$ cat config.mk
export PLATFORM = sky130hd
export DESIGN_NAME = fwp_ctrl
export DESIGN_NICKNAME = d
export VERILOG_FILES = /design/src/inc/fwp_pkg.sv /design/src/rtl/fwp_sync.sv /design/src/rtl/fwp_timer.sv /design/src/rtl/fwp_ctrl.sv
export SDC_FILE = /design/constraint.sdc
export NUM_CORES = 1
export LEC_CHECK = 0
export BUFFER_PORTS_ARGS = -buffer_cell sky130_fd_sc_hd__buf_2
export CAP_MARGIN = 20
export CORE_MARGIN = 1
export CORE_UTILIZATION = 41
export CTS_CLUSTER_SIZE = 12
export DETAILED_ROUTE_END_ITERATION = 8
export MAX_ROUTING_LAYER = met4
export SKIP_CTS_REPAIR_TIMING = 1
export SYNTH_ARGS = -nofsm -noshare
export SYNTH_HDL_FRONTEND = slang
export SYNTH_SLANG_ARGS = --single-unit
$ cat constraint.sdc
create_clock -name clock_i -period 3.4 [get_ports clock_i]
set_clock_uncertainty 0.2 [all_clocks]
set_input_delay 0.68 -clock clock_i [delete_from_list [all_inputs] [get_ports clock_i]]
set_output_delay 0.68 -clock clock_i [all_outputs]
set_load 0.01 [all_outputs]
$ cat src/inc/fwp_pkg.sv
// Package: register map, field layout, timing counts and state types of the flash word programmer
package fwp_pkg;

   // ----------------------------------------------------------------
   // Register byte addresses (one aligned word each)
   // ----------------------------------------------------------------
   localparam logic [7:0] FWP_OFS_CTRL = 8'h00;
   localparam logic [7:0] FWP_OFS_WDATA = 8'h04;
   localparam logic [7:0] FWP_OFS_ADDRH = 8'h08;
   localparam logic [7:0] FWP_OFS_ADDRL = 8'h0C;
   localparam logic [7:0] FWP_OFS_STAT = 8'h10;

   // ----------------------------------------------------------------
   // Field positions of the control register and the page field of the high address register
   // ----------------------------------------------------------------
   localparam int FWP_BIT_ERASE = 0;
   localparam int FWP_BIT_WRITE = 1;
   localparam int FWP_BIT_CONTRD = 4;
   localparam int FWP_BIT_SWBUSY = 6;
   localparam int FWP_BIT_BUSY = 7;
   localparam int FWP_PAGE_LSB = 1;
   localparam int FWP_PAGE_MSB = 5;

   // ----------------------------------------------------------------
   // Geometry, reset values and the DMA trigger number
   // ----------------------------------------------------------------
   localparam int FWP_PAGE_BYTES = 1024;
   localparam int FWP_PAGE_WORDS = 512;
   localparam int FWP_ADDR_W = 14;
   localparam int FWP_PAGE_W = 5;
   localparam logic [5:0] FWP_RST_ADDRH = 6'h00;
   localparam logic [7:0] FWP_RST_ADDRL = 8'h00;
   localparam logic [7:0] FWP_RST_WDATA = 8'h00;
   localparam logic [4:0] FWP_DMA_DMA_TRIGGER_SELECT_SEL = 5'h12;

   // ----------------------------------------------------------------
   // Timing: figures in ns, counts in cycles of the 25 MHz clock
   // ----------------------------------------------------------------
   localparam int FWP_CLK_PERIOD_NS = 40;
   localparam int FWP_T_WORD_NS = 20000;
   localparam int FWP_T_TMO_NS = 40000;
   localparam longint FWP_T_PAGE_NS = 20000000;
   localparam longint FWP_T_CHIP_NS = 200000000;
   localparam int FWP_WORD_CYC = FWP_T_WORD_NS / FWP_CLK_PERIOD_NS;
   localparam int FWP_TMO_CYC = FWP_T_TMO_NS / FWP_CLK_PERIOD_NS;
   localparam int FWP_PAGE_CYC = int'(FWP_T_PAGE_NS / FWP_CLK_PERIOD_NS);
   localparam int FWP_CHIP_CYC = int'(FWP_T_CHIP_NS / FWP_CLK_PERIOD_NS);
   localparam int FWP_CNT_W = 24;

   // ----------------------------------------------------------------
   // Types
   // ----------------------------------------------------------------
   typedef enum logic [2:0] {FWP_IDLE, FWP_ERASE, FWP_WAIT, FWP_PROG, FWP_CHIP} fwp_state_t;

   typedef struct packed {
      logic req;
      logic we;
      logic [FWP_ADDR_W-1:0] addr;
      logic [15:0] data;
   } fwp_arr_cmd_t;

endpackage : fwp_pkg

$ cat src/rtl/fwp_sync.sv
// Three-stage synchroniser for an asynchronous level
`timescale 1ns/100ps
`default_nettype none
module fwp_sync
   import fwp_pkg::*;
(
   input wire logic clock_i, // System clock
   input wire logic nrst_i, // Async reset, active low
   input wire logic async_i, // Level from outside the domain
   output logic sync_o // Level, changes once stages two and three agree
);
   typedef struct packed {
      logic [2:0] stage;
      logic level;
   } fwp_sync_st_t;

   fwp_sync_st_t st_reg;
   fwp_sync_st_t st_next;

   // ----------------------------------------------------------------
   // Next state: stage 0 only feeds stage 1
   // ----------------------------------------------------------------
   always_comb
   begin
      st_next = st_reg;
      st_next.stage = {st_reg.stage[1:0], async_i};
      if (st_reg.stage[1] == st_reg.stage[2])
      begin
         st_next.level = st_reg.stage[2];
      end
   end

   // Register the state
   always_ff @(posedge clock_i or negedge nrst_i)
   begin
      if (!nrst_i)
         st_reg <= '0;
      else
         st_reg <= st_next;
   end

   assign sync_o = st_reg.level;
endmodule : fwp_sync
`default_nettype wire

$ cat src/rtl/fwp_timer.sv
// Load-and-count-down timer with a one-cycle done pulse
`timescale 1ns/100ps
`default_nettype none
module fwp_timer
   import fwp_pkg::*;
#(
   parameter int W = FWP_CNT_W
)
(
   input wire logic clock_i, // System clock
   input wire logic nrst_i, // Async reset, active low
   input wire logic load_i, // Pulse: start counting
   input wire logic stop_i, // Pulse: abandon count
   input wire logic [W-1:0] count_i, // Cycles until done
   output logic run_o, // High while counting
   output logic done_o // Pulse when count ends
);
   typedef struct packed {
      logic [W-1:0] cnt;
      logic run;
      logic done;
   } fwp_tmr_st_t;

   fwp_tmr_st_t st_reg;
   fwp_tmr_st_t st_next;

   // Load wins over stop so a restart never gets lost
   always_comb
   begin
      st_next = st_reg;
      st_next.done = 1'b0;
      if (load_i)
      begin
         st_next.cnt = count_i;
         st_next.run = 1'b1;
      end
      else if (stop_i)
      begin
         st_next.run = 1'b0;
      end
      else if (st_reg.run)
      begin
         if (st_reg.cnt <= W'(1))
         begin
            st_next.run = 1'b0;
            st_next.done = 1'b1;
         end
         else
         begin
            st_next.cnt = st_reg.cnt - W'(1);
         end
      end
   end

   // Register the state
   always_ff @(posedge clock_i or negedge nrst_i)
   begin
      if (!nrst_i)
         st_reg <= '0;
      else
         st_reg <= st_next;
   end

   assign run_o = st_reg.run;
   assign done_o = st_reg.done;
endmodule : fwp_timer
`default_nettype wire

$ cat src/rtl/fwp_ctrl.sv
// Flash word program controller: AXI4-Lite registers, byte pairing, sequencer
// What this block does
// - Flash is 8/16/32 pages of 1024 bytes
// - Program whole 16-bit words only
// - Word address is high then low registers
// - High bits 5:1 page; rest picks 512 words
// - Program consecutive words, advancing the address
// - Programming only clears bits, never sets
// - Only erase returns bits to one
// - Word busy high during each word program
// - First byte after boundary is low byte
// - Second byte starts a word program
// - Word 20 us, page 20 ms, chip 200 ms
// - Deny CPU flash reads while word programs
// - Flash access during word busy is violation
// - CPU is never stalled by starting write
// - DMA trigger whenever data port is ready for a byte
// - Setting program command gives first DMA trigger
// - Bytes late over 40 us abort the operation
// - Abort keeps the failing word address
// - Restart resumes at the held address
// - Busy bit 7 reads one during operations
// - Erase page first when erase and program together
`timescale 1ns/100ps
`default_nettype none
module fwp_ctrl
   import fwp_pkg::*;
#(
   parameter int PAGES = 32, // 8, 16 or 32
   parameter int WORD_CYC = FWP_WORD_CYC,
   parameter int TMO_CYC = FWP_TMO_CYC,
   parameter int PAGE_CYC = FWP_PAGE_CYC, // Shorten for simulation
   parameter int CHIP_CYC = FWP_CHIP_CYC // Shorten for simulation
)
(
   input wire logic clock_i, // System clock 25 MHz
   input wire logic nrst_i, // Async reset, active low
   input wire logic [7:0] s_axi_awaddr, // Write address
   input wire logic s_axi_awvalid, // Write address valid
   output logic s_axi_awready, // Write address ready
   input wire logic [31:0] s_axi_wdata, // Write data
   input wire logic [3:0] s_axi_wstrb, // Byte strobes
   input wire logic s_axi_wvalid, // Write data valid
   output logic s_axi_wready, // Write data ready
   output logic [1:0] s_axi_bresp, // Write response
   output logic s_axi_bvalid, // Write response valid
   input wire logic s_axi_bready, // Write response ready
   input wire logic [7:0] s_axi_araddr, // Read address
   input wire logic s_axi_arvalid, // Read address valid
   output logic s_axi_arready, // Read address ready
   output logic [31:0] s_axi_rdata, // Read data
   output logic [1:0] s_axi_rresp, // Read response
   output logic s_axi_rvalid, // Read valid
   input wire logic s_axi_rready, // Read ready
   input wire logic chip_erase_i, // Debug-port chip erase level, async
   input wire logic cpu_flash_rd_i, // CPU wants a flash read or fetch
   output logic cpu_flash_gnt_o, // Read allowed this cycle
   output logic access_viol_o, // Pulse: flash access while word busy
   input wire logic [4:0] dma_trigger_select_i, // Trigger selected by armed DMA channel
   output logic dma_dma_trigger_select_o, // Pulse: write data port ready
   output fwp_arr_cmd_t arr_cmd_o, // Command to flash array
   input wire logic [15:0] arr_rdata_i, // Stored word at arr_cmd_o.addr
   output logic [FWP_PAGE_W-1:0] erase_page_o, // Page under erase
   output logic erase_o, // Page erase in progress
   output logic chip_erase_o // Chip erase in progress
);
   typedef struct packed {
      fwp_state_t state;
      logic [5:0] addr_h;
      logic [7:0] addr_l;
      logic [7:0] wdata;
      logic [7:0] low_byte;
      logic have_low;
      logic pend_write;
      logic contrd;
      logic viol_sticky;
      logic dma_trigger_select;
      logic viol;
      logic bvalid;
      logic rvalid;
      logic [31:0] rdata;
      logic [1:0] rresp;
      logic [1:0] bresp;
      fwp_arr_cmd_t cmd;
   } fwp_ctrl_st_t;

   fwp_ctrl_st_t st_reg;
   fwp_ctrl_st_t st_next;
   logic chip_req;
   logic wtmr_load, wtmr_run, wtmr_done;
   logic otmr_load, otmr_run, otmr_done;
   logic tmo_load, tmo_stop, tmo_done;
   logic [FWP_CNT_W-1:0] otmr_count;
   logic wr_go, rd_go, byte_wr;
   logic [FWP_ADDR_W-1:0] word_addr;
   logic [7:0] ctrl_rd;

   // ----------------------------------------------------------------
   // Helpers: chip erase synchroniser and three timers
   // ----------------------------------------------------------------
   fwp_sync u_chip_sync (
      .clock_i(clock_i),
      .nrst_i(nrst_i),
      .async_i(chip_erase_i),
      .sync_o(chip_req)
   );

   // Word program time
   fwp_timer u_word_tmr (
      .clock_i(clock_i),
      .nrst_i(nrst_i),
      .load_i(wtmr_load),
      .stop_i(1'b0),
      .count_i(FWP_CNT_W'(WORD_CYC)),
      .run_o(wtmr_run),
      .done_o(wtmr_done)
   );

   // Page or chip erase time
   fwp_timer u_erase_tmr (
      .clock_i(clock_i),
      .nrst_i(nrst_i),
      .load_i(otmr_load),
      .stop_i(1'b0),
      .count_i(otmr_count),
      .run_o(otmr_run),
      .done_o(otmr_done)
   );

   // Byte arrival watchdog
   fwp_timer u_tmo_tmr (
      .clock_i(clock_i),
      .nrst_i(nrst_i),
      .load_i(tmo_load),
      .stop_i(tmo_stop),
      .count_i(FWP_CNT_W'(TMO_CYC)),
      .run_o(),
      .done_o(tmo_done)
   );

   // ----------------------------------------------------------------
   // Bus decode: a write needs both channels; one of each at a time
   // ----------------------------------------------------------------
   assign wr_go = s_axi_awvalid && s_axi_wvalid && !st_reg.bvalid;
   assign rd_go = s_axi_arvalid && !st_reg.rvalid;
   assign s_axi_awready = wr_go;
   assign s_axi_wready = wr_go;
   assign s_axi_arready = rd_go;
   assign s_axi_bvalid = st_reg.bvalid;
   assign s_axi_bresp = st_reg.bresp;
   assign s_axi_rvalid = st_reg.rvalid;
   assign s_axi_rdata = st_reg.rdata;
   assign s_axi_rresp = st_reg.rresp;
   assign byte_wr = wr_go && s_axi_wstrb[0] && (s_axi_awaddr == FWP_OFS_WDATA);

   // Word address is high then low page in high bits 5:1
   assign word_addr = {st_reg.addr_h, st_reg.addr_l};
   assign erase_page_o = st_reg.addr_h[FWP_PAGE_MSB:FWP_PAGE_LSB]; // 512-word pages
   assign erase_o = (st_reg.state == FWP_ERASE); // Erase returns cells to ones
   assign chip_erase_o = (st_reg.state == FWP_CHIP);
   assign arr_cmd_o = st_reg.cmd;
   assign dma_dma_trigger_select_o = st_reg.dma_trigger_select;
   assign access_viol_o = st_reg.viol;
   // No read reaches the array while a word programs
   assign cpu_flash_gnt_o = cpu_flash_rd_i && !wtmr_run && (st_reg.state != FWP_ERASE)
                            && (st_reg.state != FWP_CHIP);

   // Control register image: busy bit 7 word busy bit 6
   always_comb
   begin
      ctrl_rd = 8'h00;
      ctrl_rd[FWP_BIT_BUSY] = (st_reg.state != FWP_IDLE);
      ctrl_rd[FWP_BIT_SWBUSY] = wtmr_run;
      ctrl_rd[FWP_BIT_CONTRD] = st_reg.contrd;
   end

   // ----------------------------------------------------------------
   // Main next-state logic
   // ----------------------------------------------------------------
   always_comb
   begin
      st_next = st_reg;
      st_next.dma_trigger_select = 1'b0;
      st_next.viol = 1'b0;
      st_next.cmd.req = 1'b0;
      wtmr_load = 1'b0;
      otmr_load = 1'b0;
      otmr_count = FWP_CNT_W'(PAGE_CYC);
      tmo_load = 1'b0;
      tmo_stop = 1'b0;

      // Reads answer one cycle after the address is taken
      if (st_reg.rvalid && s_axi_rready)
         st_next.rvalid = 1'b0;
      if (rd_go)
      begin
         st_next.rvalid = 1'b1;
         st_next.rresp = 2'b00;
         st_next.rdata = 32'h0000_0000;
         unique case (s_axi_araddr)
            FWP_OFS_CTRL: st_next.rdata[7:0] = ctrl_rd;
            FWP_OFS_WDATA: st_next.rdata[7:0] = st_reg.wdata;
            FWP_OFS_ADDRH: st_next.rdata[5:0] = st_reg.addr_h;
            FWP_OFS_ADDRL: st_next.rdata[7:0] = st_reg.addr_l;
            FWP_OFS_STAT: st_next.rdata[0] = st_reg.viol_sticky;
            default: st_next.rresp = 2'b10;
         endcase
      end

      // Flash read while word busy counts as violation
      if (cpu_flash_rd_i && wtmr_run)
      begin
         st_next.viol = 1'b1;
         st_next.viol_sticky = 1'b1;
      end

      // Writes answer one cycle after both channels are taken; never stall
      if (st_reg.bvalid && s_axi_bready)
         st_next.bvalid = 1'b0;
      if (wr_go)
      begin
         st_next.bvalid = 1'b1;
         st_next.bresp = 2'b00;
         unique case (s_axi_awaddr)
            FWP_OFS_CTRL:
            begin
               if (s_axi_wstrb[0])
               begin
                  st_next.contrd = s_axi_wdata[FWP_BIT_CONTRD];
                  if (st_reg.state == FWP_IDLE && s_axi_wdata[FWP_BIT_ERASE])
                  begin
                     // Erase goes first, program waits for it
                     st_next.state = FWP_ERASE;
                     st_next.pend_write = s_axi_wdata[FWP_BIT_WRITE];
                     otmr_load = 1'b1;
                  end
                  else if (st_reg.state == FWP_IDLE && s_axi_wdata[FWP_BIT_WRITE])
                  begin
                     st_next.state = FWP_WAIT; // Address kept, so a restart resumes
                     st_next.have_low = 1'b0;
                     tmo_load = 1'b1;
                     // First trigger from the command itself
                     st_next.dma_trigger_select = (dma_trigger_select_i == FWP_DMA_DMA_TRIGGER_SELECT_SEL);
                  end
               end
            end
            FWP_OFS_WDATA:
            begin
               if (s_axi_wstrb[0])
                  st_next.wdata = s_axi_wdata[7:0];
            end
            FWP_OFS_ADDRH:
            begin
               if (s_axi_wstrb[0] && st_reg.state == FWP_IDLE)
                  st_next.addr_h = s_axi_wdata[5:0];
            end
            FWP_OFS_ADDRL:
            begin
               if (s_axi_wstrb[0] && st_reg.state == FWP_IDLE)
                  st_next.addr_l = s_axi_wdata[7:0];
            end
            FWP_OFS_STAT:
            begin
               // Write one to clear; a new violation this cycle wins
               if (s_axi_wstrb[0] && s_axi_wdata[0] && !(cpu_flash_rd_i && wtmr_run))
                  st_next.viol_sticky = 1'b0;
            end
            default: st_next.bresp = 2'b10;
         endcase
      end

      // Sequencer
      unique case (st_reg.state)
         FWP_IDLE:
         begin
            if (chip_req)
            begin
               st_next.state = FWP_CHIP;
               otmr_load = 1'b1;
               otmr_count = FWP_CNT_W'(CHIP_CYC);
            end
         end
         FWP_ERASE, FWP_CHIP:
         begin
            if (otmr_done)
            begin
               if (st_reg.state == FWP_ERASE && st_reg.pend_write)
               begin
                  st_next.state = FWP_WAIT;
                  st_next.have_low = 1'b0;
                  tmo_load = 1'b1;
                  st_next.dma_trigger_select = (dma_trigger_select_i == FWP_DMA_DMA_TRIGGER_SELECT_SEL);
               end
               else
                  st_next.state = FWP_IDLE;
               st_next.pend_write = 1'b0;
            end
         end
         FWP_WAIT:
         begin
            if (byte_wr && !st_reg.have_low)
            begin
               st_next.low_byte = s_axi_wdata[7:0];
               st_next.have_low = 1'b1;
               st_next.dma_trigger_select = (dma_trigger_select_i == FWP_DMA_DMA_TRIGGER_SELECT_SEL);
            end
            else if (byte_wr)
            begin
               // Second byte starts one word program
               st_next.have_low = 1'b0;
               st_next.state = FWP_PROG;
               wtmr_load = 1'b1;
               tmo_stop = 1'b1;
               st_next.cmd.req = 1'b1;
               st_next.cmd.we = 1'b1;
               st_next.cmd.addr = word_addr;
               // Only clears bits: stored zeros stay zero
               st_next.cmd.data = arr_rdata_i & {s_axi_wdata[7:0], st_reg.low_byte};
            end
            else if (tmo_done)
            begin
               // Late bytes abort; address stays at failing word
               st_next.state = FWP_IDLE;
               st_next.have_low = 1'b0;
            end
         end
         FWP_PROG:
         begin
            if (wtmr_done)
            begin
               // Advance to next word and reopen the port
               {st_next.addr_h, st_next.addr_l} = word_addr + FWP_ADDR_W'(1);
               st_next.state = FWP_WAIT;
               tmo_load = 1'b1;
               st_next.dma_trigger_select = (dma_trigger_select_i == FWP_DMA_DMA_TRIGGER_SELECT_SEL);
            end
         end
         default: st_next.state = FWP_IDLE;
      endcase
      st_next.cmd.addr = {st_next.addr_h, st_next.addr_l}; // Read-back word is the one to program
   end

   // Register the state
   always_ff @(posedge clock_i or negedge nrst_i)
   begin
      if (!nrst_i)
      begin
         st_reg <= '0;
         st_reg.state <= FWP_IDLE;
         st_reg.addr_h <= FWP_RST_ADDRH;
         st_reg.addr_l <= FWP_RST_ADDRL;
         st_reg.wdata <= FWP_RST_WDATA;
      end
      else
         st_reg <= st_next;
   end

   // ----------------------------------------------------------------
   // Assertions
   // ----------------------------------------------------------------
   property p_busy_bit;
      @(posedge clock_i) disable iff (!nrst_i)
      (st_reg.state != FWP_IDLE) |-> ctrl_rd[FWP_BIT_BUSY];
   endproperty
   a_busy_bit: assert property (p_busy_bit) else $error("busy bit low in operation");

   property p_word_busy;
      @(posedge clock_i) disable iff (!nrst_i)
      wtmr_load |=> ctrl_rd[FWP_BIT_SWBUSY] [*8];
   endproperty
   a_word_busy: assert property (p_word_busy) else $error("word busy dropped early");

   property p_no_read;
      @(posedge clock_i) disable iff (!nrst_i)
      wtmr_run |-> !cpu_flash_gnt_o;
   endproperty
   a_no_read: assert property (p_no_read) else $error("flash read granted while busy");

   property p_viol;
      @(posedge clock_i) disable iff (!nrst_i)
      (cpu_flash_rd_i && wtmr_run) |=> access_viol_o;
   endproperty
   a_viol: assert property (p_viol) else $error("violation not flagged");

   property p_clear_only;
      @(posedge clock_i) disable iff (!nrst_i)
      st_next.cmd.req |-> ((st_next.cmd.data & ~arr_rdata_i) == 16'h0000);
   endproperty
   a_clear_only: assert property (p_clear_only) else $error("program sets a bit");

   property p_low_first;
      @(posedge clock_i) disable iff (!nrst_i)
      (byte_wr && st_reg.state == FWP_WAIT && st_reg.have_low) |=>
         (arr_cmd_o.data[7:0] == ($past(st_reg.low_byte) & $past(arr_rdata_i[7:0])));
   endproperty
   a_low_first: assert property (p_low_first) else $error("low byte misplaced");

   property p_advance;
      @(posedge clock_i) disable iff (!nrst_i)
      (st_reg.state == FWP_PROG && wtmr_done) |=> (word_addr == $past(word_addr) + 14'h0001);
   endproperty
   a_advance: assert property (p_advance) else $error("address did not advance");

   property p_abort_keep;
      @(posedge clock_i) disable iff (!nrst_i)
      (st_reg.state == FWP_WAIT && tmo_done && !byte_wr) |=>
         (st_reg.state == FWP_IDLE && word_addr == $past(word_addr) && !st_reg.have_low);
   endproperty
   a_abort_keep: assert property (p_abort_keep) else $error("abort lost address");

   property p_second_byte;
      @(posedge clock_i) disable iff (!nrst_i)
      (byte_wr && st_reg.state == FWP_WAIT && st_reg.have_low) |=>
         (arr_cmd_o.req && ctrl_rd[FWP_BIT_SWBUSY]);
   endproperty
   a_second_byte: assert property (p_second_byte) else $error("second byte no program");

   c_word: cover property (@(posedge clock_i) disable iff (!nrst_i) wtmr_done);
   c_abort: cover property (@(posedge clock_i) disable iff (!nrst_i)
      (st_reg.state == FWP_WAIT && tmo_done));
   c_erase_prog: cover property (@(posedge clock_i) disable iff (!nrst_i)
      (st_reg.state == FWP_ERASE && otmr_done && st_reg.pend_write));
endmodule : fwp_ctrl
`default_nettype wire

Word level (Yosys, flattened, before mapping)
Cells that the tools add are included.
{"block": "totals", "reg_bits": 167, "latch_bits": 0, "mem_bits_rw": 0, "romBits": 0, "inputBits": 82, "out_inout_bits": 83, "elab_cells": 198, "memories": 0}
{"block": "op_classes", "n_addsub": 4, "mul": 0, "n_div": 0, "magnitude_cmp": 3, "eq_ne": 20, "shift": 0, "n_mux": 96, "n_bitwise": 2, "reduce_logical": 42}
{"operator": "25-bit two-way mux", "n": 4}
{"operator": "24-bit two-way mux", "n": 4}
{"operator": "32-bit two-way mux", "n": 3}
{"operator": "26-bit two-way mux", "n": 3}
{"operator": "24-bit by 1-bit less-or-equal comparator with 1-bit output, second input constant", "n": 3}
{"operator": "24-bit by 1-bit subtractor with 24-bit output, second input constant", "n": 3}
{"operator": "23-bit two-way mux", "n": 2}
{"operator": "1-bit two-way mux", "n": 45}
{"operator": "35-bit two-way mux", "n": 1}
{"operator": "3-bit two-way mux", "n": 11}
{"operator": "8-bit by 4-bit equality test with 1-bit output, second input constant", "n": 4}
{"operator": "8-bit two-way mux", "n": 4}
{"operator": "5-bit one-hot mux with 4 select lines", "n": 1}
{"operator": "1-bit logical AND", "n": 18}
{"operator": "17-bit two-way mux", "n": 1}
{"operator": "16-bit AND", "n": 1}
{"operator": "8-bit by 3-bit equality test with 1-bit output, second input constant", "n": 2}
{"operator": "8-bit by 5-bit equality test with 1-bit output, second input constant", "n": 2}
{"operator": "8-bit zero test", "n": 2}
{"operator": "14-bit by 1-bit adder with 14-bit output, second input constant", "n": 1}
{"operator": "14-bit two-way mux", "n": 1}
{"operator": "2-bit two-way mux", "n": 7}
{"operator": "6-bit two-way mux", "n": 2}
{"operator": "3-bit one-hot mux with 4 select lines", "n": 1}
{"operator": "22 further kinds", "n": 41}

Depth between registers and ports, before layout
{"block": "logic_depth", "depth_word": 12, "ltp_mapped": 8, "mapped_depth_nobuf": 7}

By module
A second synthesis with hierarchy kept.
{"block": "hier_totals", "hier_cells": 962, "area_unflattened_um2": 9066.2}
{"mod": "fwp_ctrl", "n_inst": 1, "cells_each": 422, "area_per_inst_um2": 4152.7, "seq_area_each_um2": 1726.7}
{"mod": "fwp_timer at u_erase_tmr ...", "n_inst": 2, "cells_each": 180, "area_per_inst_um2": 1612.8, "seq_area_each_um2": 650.6}
{"mod": "fwp_timer at u_word_tmr", "n_inst": 1, "cells_each": 175, "area_per_inst_um2": 1576.5, "seq_area_each_um2": 650.6}
{"mod": "fwp_sync", "n_inst": 1, "cells_each": 5, "area_per_inst_um2": 111.4, "seq_area_each_um2": 100.1}

Worst setup path before layout
No wires, ideal clock.
{"block": "synth_timing", "path_kind": "in2reg", "start": "input port s_axi_wvalid", "end": "register st_reg[76] (netlist name)", "setup_ns": 0.125, "arrival_time_ns": 2.347, "required_time_ns": 3.075, "setup_slack_ns": 0.728, "cell_stages": 4, "n_path_buf": 0, "path_cell_list": "nor4bb_1 nand3_1 nor3_2 mux2_2"}
{"block": "synth_via", "elab_chain_len": 6}
{"item": "start, declared", "line": "fwp_ctrl.sv:43", "text": "input wire logic s_axi_wvalid,"}
{"item": "1-bit logical AND (2 in series)", "line": "fwp_ctrl.sv:144", "text": "assign wr_go = s_axi_awvalid && s_axi_wvalid && !st_reg.bvalid;"}
{"item": "1-bit logical AND (2 in series)", "line": "fwp_ctrl.sv:154", "text": "assign byte_wr = wr_go && s_axi_wstrb[0] && (s_axi_awaddr == FWP_OFS_WDATA);"}
{"item": "1-bit logical AND", "line": "fwp_ctrl.sv:301", "text": "if (byte_wr && !st_reg.have_low)"}
{"item": "2-bit AND reduction (no line)"}
{"item": "end signal, assigned", "line": "fwp_ctrl.sv:355", "text": "st_reg <= st_next;"}
{"item": "end, declared", "line": "fwp_ctrl.sv:87", "text": "fwp_ctrl_st_t st_reg;"}
Every way passes these cells.
A chain may end at the register's enable or synchronous reset.

Final worst setup path
{"block": "layout_timing", "start": "register u_tmo_tmr.st_reg[6] (netlist name)", "end": "register u_tmo_tmr.st_reg[23] (netlist name)"}
{"block": "layout_via", "elab_chain_len": 5, "word_cells_on_any_way": 8, "cone_classes": "1 x add/sub; 1 x order compare; 1 x eq/ne; 4 x mux; 1 x reduce/logical"}
{"item": "start, declared", "line": "fwp_timer.sv:24", "text": "fwp_tmr_st_t st_reg;"}
{"item": "start signal, assigned", "line": "fwp_timer.sv:61", "text": "st_reg <= st_next;"}
{"item": "24-bit by 1-bit subtractor with 24-bit output", "line": "fwp_timer.sv:50", "text": "st_next.cnt = st_reg.cnt - W'(1);"}
{"item": "24-bit two-way mux", "line": "fwp_timer.sv:43", "text": "if (st_reg.cnt <= W'(1))"}
{"item": "26-bit two-way mux", "line": "fwp_timer.sv:41", "text": "else if (st_reg.run)"}
{"item": "24-bit two-way mux", "line": "fwp_timer.sv:37", "text": "else if (stop_i)"}
{"item": "25-bit two-way mux", "line": "fwp_timer.sv:32", "text": "if (load_i)"}
Parallel ways exist; a longest one is shown, timed or not. The select of a mux whose other input is x is not followed.

==> results by group <==
CTS
  • H-tree depth: 4
  • Num CTS Buffers: 17
  • CTS tree: yes
  • Clk sinks: 151
  • Clk Latency, worst-skew pair: 440 ps
  • CTS max path bufs: 2
  • CTS Root Buffer Type: clkbuf_16
  • Clock slew at reported path FFs: 60 ps

Finish
  • Layout cells sized above 1: 23.02%
  • Max reg flops: 31
  • Multi-input gate area: 3880 sq um
  • Ant diodes: 0
  • Fin util: 47.72%
  • Most frequent cells in the layout: dfrtp_1 (151), buf_2 (110), nand2_1 (81)
  • Area grow syn2layout: 12.64%
  • Sequential cell area: 3779 sq um
  • Post-Layout Cell Count: 1212
  • Nets@finish: 1023
  • Layout fillers: 1894
  • Commonest non-fill, non-tap cell in the layout: dfrtp_1

Worst setup path
  • Slowest cell on crit path: nand4b_1
  • CP top delay family: simple AND/OR/NAND/NOR gates
  • Delay of the slowest critical-path stage: 570 ps
  • Worst endpoint data arrival time: 2890 ps
  • Crit. End Element: register
  • CP Class: reg2reg
  • CP startpoint kind: register
  • Reg2Reg Setup Slack: 660 ps
  • Crit path buf inv count: 0
  • CP Cell Sequence: nor3_1 -> nand4_1 -> nand4b_1 -> or4_1 -> a21oi_1
  • Crit Path Max Fanout: 11
  • Required @ worst endpoint: 3550 ps

Global routing
  • Largest net degree at the start of global routing: 65
  • Vias in the first global route: 6098
  • Total track usage: 19.97%
  • Initial antenna violation count: 0
  • GR Overflow Total: 0
  • First-pass GRT wire length: 31440 um

Yosys
  • Number of synthesized flops with an enable pin: 0
  • Synth Register Bits: 151
  • Synthesized cell area: 8327 sq um
  • Syn avg cell area: 9.604 sq um
  • Synth Flop Type: dfrtp_1
  • Syn. warnings: 0
  • Synth cell types: 77
  • Syn Inst Count: 867
  • Sequential fraction of the synthesis area: 45.38%
  • Async S/R FF share, synth: 100.0%

Pwr
  • P per Cell Area: 417.1 nW/um^2
  • Pleak: 4.153 nW
  • Worst-case vdd ir drop: 0.0003338 V

STA
  • Period utilization: 80.62%
  • Slew headroom: 48.91%
  • Unrepaired setup endpoints after global routing: no
  • Final Slew Violations: 0
  • Setup violators final: 0
  • Final hold vios: 0
  • Slew @ Worst Pin: 759.3 ps
  • Max Clk Rate: 364.8 MHz
  • Setup TNS: 0 ps
  • Fin crit period: 2741 ps

Floorplan
  • Core area: 19650 sq um
  • FP Rows: 51
  • Die area: 20880 sq um
  • Starting Density: 42.37%
  • # IOs: 165
  • Die Span Y: 144.5 um
  • Chip Width: 144.5 um

Placed design
  • Placed Cells: 1180
  • Final GP Congestion: 0.8521
  • DP Wirelength: 13500 um
  • I/O Buffers: 111

Hold path
  • Hold Crit Class: in2async

Outcome
  • Run status: finished, final reports clean

Route
  • Vias per inst: 5.437
  • WL per Instance: 15.98 um
  • Post-DRT Antenna Nets: 0
  • Drt total wl: 19370 um
  • Initial DRC count: 389
  • Vias post-DR: 6590
  • Detailed-route DRC error count: 0
  • Drt first pass iters: 4

Flow run
  • Max-cap viol count: 0
==> final cells by class <==
class	count	area share (%)
Timing Repair Buffer	130	7.777
Inverter	16	0.6403
Clock buffer	18	4.682
Sequential cell	151	40.29
Clock inverter	14	1.708
Multi-Input combinational cell	618	41.37
Tap cell	265	3.535
==> routing by layer <==
| layer | up-vias | GRT usage [%] | share of wire [%] | routed length [um] |
|---|---|---|---|---|
| met3 | 18 | 3.675 | 3.8 | 744 |
| met4 | 0 | 5.540 | 0.95 | 184 |
| met5 | - | - | 0 | 0 |
| met2 | 141 | 30.67 | 46 | 9001 |
| li1 | 3222 | - | - | - |
| met1 | 3209 | 26.97 | 49 | 9439 |
==> power breakdown <==
group	switching (mW)	leakage (nW)	total, mW	internal [mW]
logic	0.109	2.02	0.162	0.0536
registers	0.0112	1.86	1.82	1.81
clock network	0.811	0.275	1.93	1.12
total	0.931	4.15	3.91	2.98
==> through the flow <==
| step | power (mW) | setup WS [ps] | cell area (sq um) | hold slack, ps |
|---|---|---|---|---|
| final | 3.912 | 658.8 | 9379 | 33.80 |
| after global routing | 4.056 | 419.7 | 9379 | 74.92 |
| after global placement | 2.020 | 436.8 | 8780 | 171.2 |
| after floorplan | 1.940 | 728.0 | 8421 | 131.2 |
| after CTS | 3.964 | 660.2 | 9379 | 53.31 |
| after detailed placement | 2.022 | 435.4 | 8780 | 177.6 |
==> worst paths after layout <==
path,start,end,cells after the start
max,u_tmo_tmr.st_reg[6]$_DFFE_PN0P_,u_tmo_tmr.st_reg[23]$_DFFE_PN0P_,5
min,nrst_i,access_viol_o$_DFF_PN0_,1
max reg2reg,u_tmo_tmr.st_reg[6]$_DFFE_PN0P_,u_tmo_tmr.st_reg[23]$_DFFE_PN0P_,5
min reg2reg,u_chip_sync.st_next[2]$_DFF_PN0_,u_chip_sync.st_next[3]$_DFF_PN0_,0
max in group asynchronous,nrst_i,s_axi_rdata[7]$_DFFE_PN0P_,2
min in group clock_i,chip_erase_i,u_chip_sync.st_next[2]$_DFF_PN0_,1
==> worst register-to-register path: cells and delay by family, from the launching register on <==
| kind | cells | cell delay, ps |
|---|---|---|
| DFF | 1 | 430 |
| AOI/OAI and AO/OA | 1 | 150 |
| and+or+nand+nor | 4 | 1900 |
==> synthesized netlist by cell type, drive strengths merged, types with 4 or more instances <==
cell type | n | share of area, %
nand3 | 38 | 2.3
clkbuf | 22 | 1.0
nand4b | 4 | 0.42
o211ai | 14 | 1.5
ha | 7 | 1.1
nor4bb | 4 | 0.48
inv | 15 | 0.68
or4 | 24 | 2.3
a22oi | 5 | 0.45
a21oi | 42 | 2.5
nand4 | 15 | 1.1
or3 | 30 | 2.3
a211oi | 7 | 0.63
o21ai | 37 | 2.4
o31ai | 22 | 2.1
and2 | 4 | 0.30
buf | 85 | 7.4
mux2i | 7 | 0.84
xor2 | 13 | 1.4
nor4 | 21 | 1.7
nor3 | 27 | 1.9
a21o | 4 | 0.36
nand2 | 81 | 3.7
a31oi | 9 | 0.68
nand2b | 11 | 0.83
nor4b | 7 | 0.89
nand3b | 5 | 0.45
and3 | 5 | 0.38
xnor2 | 15 | 1.6
or2 | 7 | 0.53
nor2 | 62 | 2.8
dfrtp | 151 | 45
mux2 | 24 | 3.2
==> cells by family (layout without fill, tap and decap cells) <==
kind of cell | count (synthesis) | after routing | synth area share (%)
and+or+nand+nor | 357 | 357 | 23.40
AOI/OAI and AO/OA | 167 | 167 | 13.55
DFF | 151 | 151 | 45.38
buffers and inverters | 123 | 178 | 9.151
muxes | 32 | 32 | 4.358
xor gates and xnor gates | 28 | 28 | 2.945
adders and majority gates | 8 | 8 | 1.172
other | 1 | 26 | 0.04504
Power figures use the tool's default switching activity.
